### src/common/lpa_pkg.sv
// link partner ability register: offsets, field positions, masks, reset values
// assumes a 16-bit management data path and 5-bit register addresses
package lpa_pkg;

  localparam int          LPA_DATA_W      = 16;
  localparam int          LPA_ADDR_W      = 5;
  localparam logic [4:0]  LPA_REG_ADDR    = 5'h05;
  localparam logic [15:0] LPA_RESET_VALUE = 16'h0000;

  // field positions
  localparam int LPA_NEXT_PAGE_BIT   = 15;
  localparam int LPA_ACK_BIT         = 14;
  localparam int LPA_REMOTE_FAULT    = 13;
  localparam int LPA_RSVD_HI         = 12;
  localparam int LPA_RSVD_LO         = 10;
  localparam int LPA_T4_BIT          = 9;
  localparam int LPA_TX_FD_BIT       = 8;
  localparam int LPA_TX_HD_BIT       = 7;
  localparam int LPA_10_FD_BIT       = 6;
  localparam int LPA_10_HD_BIT       = 5;
  localparam int LPA_SEL_HI          = 4;
  localparam int LPA_SEL_LO          = 0;

  // bits that hold partner data; reserved 12:10 and 9 stay zero
  localparam logic [15:0] LPA_LOAD_MASK   = 16'hE1FF;
  // selector bits 3:0 take management writes under override
  localparam logic [15:0] LPA_CW_MASK     = 16'h000F;

  // selector codes
  localparam logic [4:0]  LPA_SEL_8023    = 5'h01;
  localparam logic [4:0]  LPA_SEL_8029    = 5'h02;

endpackage

### src/common/lpa_wr_if.sv
// write path between the register and its override write gate
// assumes both ends run on the same clock
`timescale 1ns/1ps
interface lpa_wr_if;
  import lpa_pkg::*;

  logic                  wr_en;
  logic [LPA_ADDR_W-1:0] wr_addr;
  logic [LPA_DATA_W-1:0] wr_data;
  logic                  override;
  logic                  cw_we;
  logic [LPA_DATA_W-1:0] cw_data;

  modport reg_side  (output wr_en, output wr_addr, output wr_data, output override,
                     input cw_we, input cw_data);
  modport gate_side (input wr_en, input wr_addr, input wr_data, input override,
                     output cw_we, output cw_data);
endinterface

### src/hw/lpa_cw_gate.sv
// override write gate: passes management writes to selector bits 3:0 only
// assumes the override level is already synchronous to clk_sys
`timescale 1ns/1ps
module lpa_cw_gate
  import lpa_pkg::*;
(
  // write path
  lpa_wr_if.gate_side wr
);

  // writes are isolated unless the override bit is set
  assign wr.cw_we   = wr.wr_en && (wr.wr_addr == LPA_REG_ADDR) && wr.override;
  // only the selector bits 3:0 are writable, everything else is read only
  assign wr.cw_data = wr.wr_data & LPA_CW_MASK;

endmodule

### src/hw/lpa_reg.sv
// link partner ability register with its management read/write port
// assumes decoded management frames arrive as single-cycle strobes on clk_sys
// and that the negotiation receiver presents each base page as a one-cycle pulse
//
// Function
// - All bits except 12 to 9 are loaded from the received base page while negotiation runs.
// - Bit 15 shows the partner's next page flag, one meaning more pages follow.
// - Bit 14 shows one once the partner has acknowledged our code word.
// - Bit 13 copies the partner's remote fault flag.
// - Bits 8 to 5 show partner ability for 100 full, 100 half, 10 full, 10 half.
// - Bit 9, the four-pair ability, always reads zero.
// - Reserved bits 12 to 10 always read zero.
// - Bits 4 to 0 hold the partner selector code, only 00001b is supported.
// - Selector bits 3 to 0 are override-writable, all others read only, reset zero.
// - Override writes are ignored unless the override bit is one.
`timescale 1ns/1ps
module lpa_reg
  import lpa_pkg::*;
(
  // clock and reset
  input  wire logic                  clk_sys,
  input  wire logic                  reset,
  // management access
  input  wire logic                  mgmt_rd_en,
  input  wire logic                  mgmt_wr_en,
  input  wire logic [LPA_ADDR_W-1:0] mgmt_addr,
  input  wire logic [LPA_DATA_W-1:0] mgmt_wr_data,
  output logic      [LPA_DATA_W-1:0] mgmt_rd_data,
  output logic                       mgmt_rd_valid,
  // command register override level
  input  wire logic                  cmd_override,
  // received base page from the negotiation receiver
  input  wire logic                  an_busy,
  input  wire logic                  page_valid,
  input  wire logic [LPA_DATA_W-1:0] page_word,
  // status towards the rest of the device
  output logic                       page_loaded,
  output logic                       partner_next_page,
  output logic                       partner_sel_ok
);

  logic [LPA_DATA_W-1:0] ability;
  logic [LPA_DATA_W-1:0] next_ability;
  logic                  page_take;

  lpa_wr_if wr ();

  assign wr.wr_en    = mgmt_wr_en;
  assign wr.wr_addr  = mgmt_addr;
  assign wr.wr_data  = mgmt_wr_data;
  assign wr.override = cmd_override;

  lpa_cw_gate u_gate
  (
    .wr (wr.gate_side)
  );

  // a page is only captured while negotiation is in progress
  assign page_take = page_valid && an_busy;

  // page load wins over a same-cycle override write: partner data is the truth
  always_comb
  begin
    next_ability = ability;
    if (page_take)
    begin
      // next page, ack, fault, abilities and selector; 12:9 forced low
      next_ability = page_word & LPA_LOAD_MASK;
    end
    else if (wr.cw_we)
    begin
      next_ability = (ability & ~LPA_CW_MASK) | wr.cw_data;
    end
  end

  always_ff @(posedge clk_sys)
  begin
    if (reset)
      ability <= LPA_RESET_VALUE;
    else
      ability <= next_ability;
  end

  // read port: one cycle latency, unmapped addresses return zero
  always_ff @(posedge clk_sys)
  begin
    if (reset)
    begin
      mgmt_rd_data  <= LPA_RESET_VALUE;
      mgmt_rd_valid <= 1'b0;
    end
    else
    begin
      mgmt_rd_valid <= mgmt_rd_en;
      if (mgmt_rd_en && (mgmt_addr == LPA_REG_ADDR))
        mgmt_rd_data <= ability & LPA_LOAD_MASK;
      else if (mgmt_rd_en)
        mgmt_rd_data <= LPA_RESET_VALUE;
    end
  end

  // next page and selector flags follow the stored word; page_loaded marks a captured page
  always_ff @(posedge clk_sys)
  begin
    if (reset)
    begin
      page_loaded       <= 1'b0;
      partner_next_page <= 1'b0;
      partner_sel_ok    <= 1'b0;
    end
    else
    begin
      page_loaded       <= page_take;
      partner_next_page <= next_ability[LPA_NEXT_PAGE_BIT];
      // only the 802.3 selector is usable; 802.9 is valid but unsupported
      partner_sel_ok    <= (next_ability[LPA_SEL_HI:LPA_SEL_LO] == LPA_SEL_8023);
    end
  end
endmodule

### config.mk
export PLATFORM = sky130hd
export DESIGN_NAME = lpa_reg
export DESIGN_NICKNAME = d
export VERILOG_FILES = /design/src/common/lpa_pkg.sv /design/src/common/lpa_wr_if.sv /design/src/hw/lpa_cw_gate.sv /design/src/hw/lpa_reg.sv
export SDC_FILE = /design/constraint.sdc
export NUM_CORES = 1
export LEC_CHECK = 0
export ABC_AREA = 0
export BUFFER_PORTS_ARGS = -buffer_cell sky130_fd_sc_hd__clkbuf_2
export CAP_MARGIN = 40
export CORE_ASPECT_RATIO = 0.75
export CORE_MARGIN = 5
export CORE_UTILIZATION = 39
export DETAILED_ROUTE_END_ITERATION = 10
export PLACE_DENSITY_LB_ADDON = 0.3
export SLEW_MARGIN = 5
export SYNTH_ARGS = -nofsm -noshare
export SYNTH_HDL_FRONTEND = slang
export SYNTH_SLANG_ARGS = --single-unit
### constraint.sdc
create_clock -name clk_sys -period 1.2 [get_ports clk_sys]
set_input_delay 0.24 -clock clk_sys [delete_from_list [all_inputs] [get_ports clk_sys]]
set_output_delay 0.24 -clock clk_sys [all_outputs]
set_load 0.02 [all_outputs]
==> summary.txt <==
Synth
  • Post-synthesis sequential area ratio: 46.3%
  • Synth cell types: 31
  • Warnings, synthesis: 0
  • Post-synthesis cell count: 130
  • #FFs+latches synth: 27
  • Avg Cell Area, Syn: about 9 um2
  • Post-synth ARST share: 0%
  • Mapped Area: around 1200 um2
  • Post-synth EDFFs: 0
  • Synth Flop Type: dfxtp_1

Pwr
  • Switching share of power: between 20% and 30%
  • Static Leak: ~0.65 nW
  • Clk pwr share: 30.3%
  • Switching Power: around 400 uW
  • Final Power: approximately 1.7 mW
  • Cell Int Power: about 1.3 mW
  • Sequential share of power: 56.1%
  • Maximum VDD drop: 0.736 mV
  • Pwr/cell area: between 1000 and 1500 nW/um2
  • Comb pwr share: between 10% and 20%

Timing
  • Post-layout minimum cycle time: ~1.2 ns
  • Skew final: approximately 0.0026 ns
  • Setup TNS Final: 0 ns
  • Period utilization: 96.9%
  • Pins Over Slew Limit: 0
  • Hold Fails Final Rpt: 0
  • Hold Worst Slack: around 0.18 ns
  • Peak Freq: between 800 and 900 MHz
  • Final setup vio count: 0

Floorplan
  • Initial Utilization: about 40%
  • Core Region: slightly below 3000 um2
  • Chip height: roughly 57 um
  • Row count: 17
  • Die width: 73.2 um
  • DIE AREA: 4200 um2
  • Io pins: between 60 and 70

Final layout
  • Commonest non-fill, non-tap cell in the layout: clkbuf_2
  • Final design utilization: 53.2%
  • Synth-to-Final Area Change: 32.8%
  • Multi-input logic area: about 560 um2
  • Share of cells above drive strength 1: 41.8%
  • Fill count: 283
  • Sequential Area: between 500 and 600 um2
  • Nets: ~230
  • Diodes inserted: 0
  • Most frequent cells in the layout: clkbuf_2 (43), dfxtp_1 (27), a21oi_1 (18), nand2_1 (15), buf_4 (15)
  • Final std cells w/o fill: roughly 220

Clock network
  • CTS H-tree lvls: 1
  • Clk sinks: 27
  • CTS tree: yes
  • Clock slew at reported path FFs: around 0.090 ns
  • Root buf cell: clkbuf_8
  • Clock latency on the worst-skew pair: about 0.27 ns
  • Inserted Clock Buffers: 3
  • Clock tree buffer depth: 2

Placed design
  • Final HPWL DP: around 2200 um
  • Placed cells: about 220
  • Port Buffers: 43
  • GP Congestion: around 0.77

Flow run
  • Max Cap Violations: 0

Worst setup path
  • CP Cell Sequence: clkbuf_2, or3b_4, nor3b_4, buf_12, nand3_1, a21oi_1
  • Worst-path maximum fanout: 12
  • Worst reg2reg startpoint: ability[0]
  • Worst stage delay on the critical path: around 0.43 ns
  • Critical path data arrival time: 1.36 ns
  • Crit path required time: between 1 and 1.5 ns
  • CP Capture Type: register
  • CP Launch Type: primary input
  • Kind of critical path: primary input to register
  • CP max stage cell: or3b_4
  • Critical Path Start: mgmt_addr[3]

Global routing
  • GRT Util Overall: 13.2%
  • Vias in the first global route: about 1,000
  • First-pass GRT wire length: about 4400 um
  • Largest net degree at the start of global routing: 26
  • Gr ovfl total: 0
  • Initial antenna violation count: 0

Detailed routing
  • DRC violations left: 0
  • ANT nets after route: 0
  • Drt wl/cell: 12.1 um
  • Routed WL: ~2700 um
  • Vias: between 1,000 and 1,500
  • Pre-antenna DRT Iters: 6
  • Initial DRC count: 33
  • Detail-routed via count per cell: around 4.7

Min path
  • Worst min-delay path class: primary input to register
  • Hold Path Origin: page_word[13]

Outcome
  • Outcome: finished, final reports clean
## power groups by stage
stage / sequential (mW) / clock, mW / combinational [mW]
after floorplan: 0.961 / 0 / 0.123
after global placement: 0.955 / 0 / 0.215
after detailed placement: 0.957 / 0 / 0.220
after CTS: 0.936 / 0.523 / 0.220
after global routing: 0.939 / 0.562 / 0.251
final: 0.936 / 0.506 / 0.226
## sequential cells by signal, indices dropped and copies added, names as in the netlist
name and count:
mgmt_rd_valid 1, partner_sel_ok 1, mgmt_rd_data 12, ability 12, page_loaded 1
## what timing repair did
item / 4_1_cts / 5_1_grt
endpoints found under the setup margin: 1 / 2
buffers inserted: 0 / 0
endpoints found under the hold margin: 0 / 0
gates resized for setup: 0 / 7
pin swaps: 1 / 1
hold buffers: 0 / 0
## per-layer routing
metal,vias up,share of wire [%],global-route usage [%]
li1,543,-,-
met1,462,44,16.5
met2,32,49,21.5
met3,2,6.5,4.75
met4,0,0.82,3.16
met5,-,0,0
## logic make-up (layout without fill, tap and decap cells)
kind of cell / Yosys count / in the layout / share of synthesized area [%]
buffers and inverters: 13 / 64 / 8.68
AOI/OAI and AO/OA: 30 / 30 / 14.7
DFF: 27 / 27 / 46.3
other: 1 / 4 / 0.321
muxes: 1 / 1 / 0.857
and+or+nand+nor: 58 / 58 / 29.2
## worst max-delay path, delay by kind of cell
family	cells	cell delay, ns
AND/OR/NAND/NOR	3	0.73
buffers and inverters	2	0.25
AO/OA/AOI/OAI	1	0.13
## through the flow
stage	setup slack [ns]	instance area [um2]
final	0.0377	1550
after global routing	-0.0152	1550
after CTS	0.00258	1540
after detailed placement	-0.309	1490
after global placement	-0.237	1490
after floorplan	-0.0620	1190
## layout make-up
| class | count | area share, % |
|---|---|---|
| tap | 38 | 3.07 |
| clock inverter | 1 | 0.484 |
| sequential | 27 | 34.9 |
| inverter | 1 | 0.242 |
| clock buffer | 3 | 2.66 |
| multi-input combinational | 93 | 36.2 |
| timing repair buffer | 59 | 22.4 |
## synth_stat cells, types with 2 or more instances
library cell   n  share of area (%)
dfxtp_1       27                 46
buf_4          4                2.6
nand2_1       15                4.8
o21ai_0        3                1.3
a21oi_1       19                8.1
nor2b_1        4                2.1
clkbuf_8       2                2.4
or2b_2         2                1.5
nor2_1         5                1.6
nand2b_1      10                5.4
a21oi_2        2                1.5
nand3_2        3                2.6
buf_2          2               0.86
buf_6          2                1.9
a31oi_1        3                1.6
clkbuf_1       2               0.64
nand3_1       11                4.7
## path summary, 6_finish.rpt
kind | cells past startpoint | slack (ns) | to
setup / recovery | 6 | 0.04 | mgmt_rd_data[1]
hold / removal | 3 | 0.18 | ability[13]
setup reg to reg | 3 | 0.11 | partner_sel_ok
hold reg to reg | 2 | 0.47 | ability[7]
(Power assumes the default switching activity.)
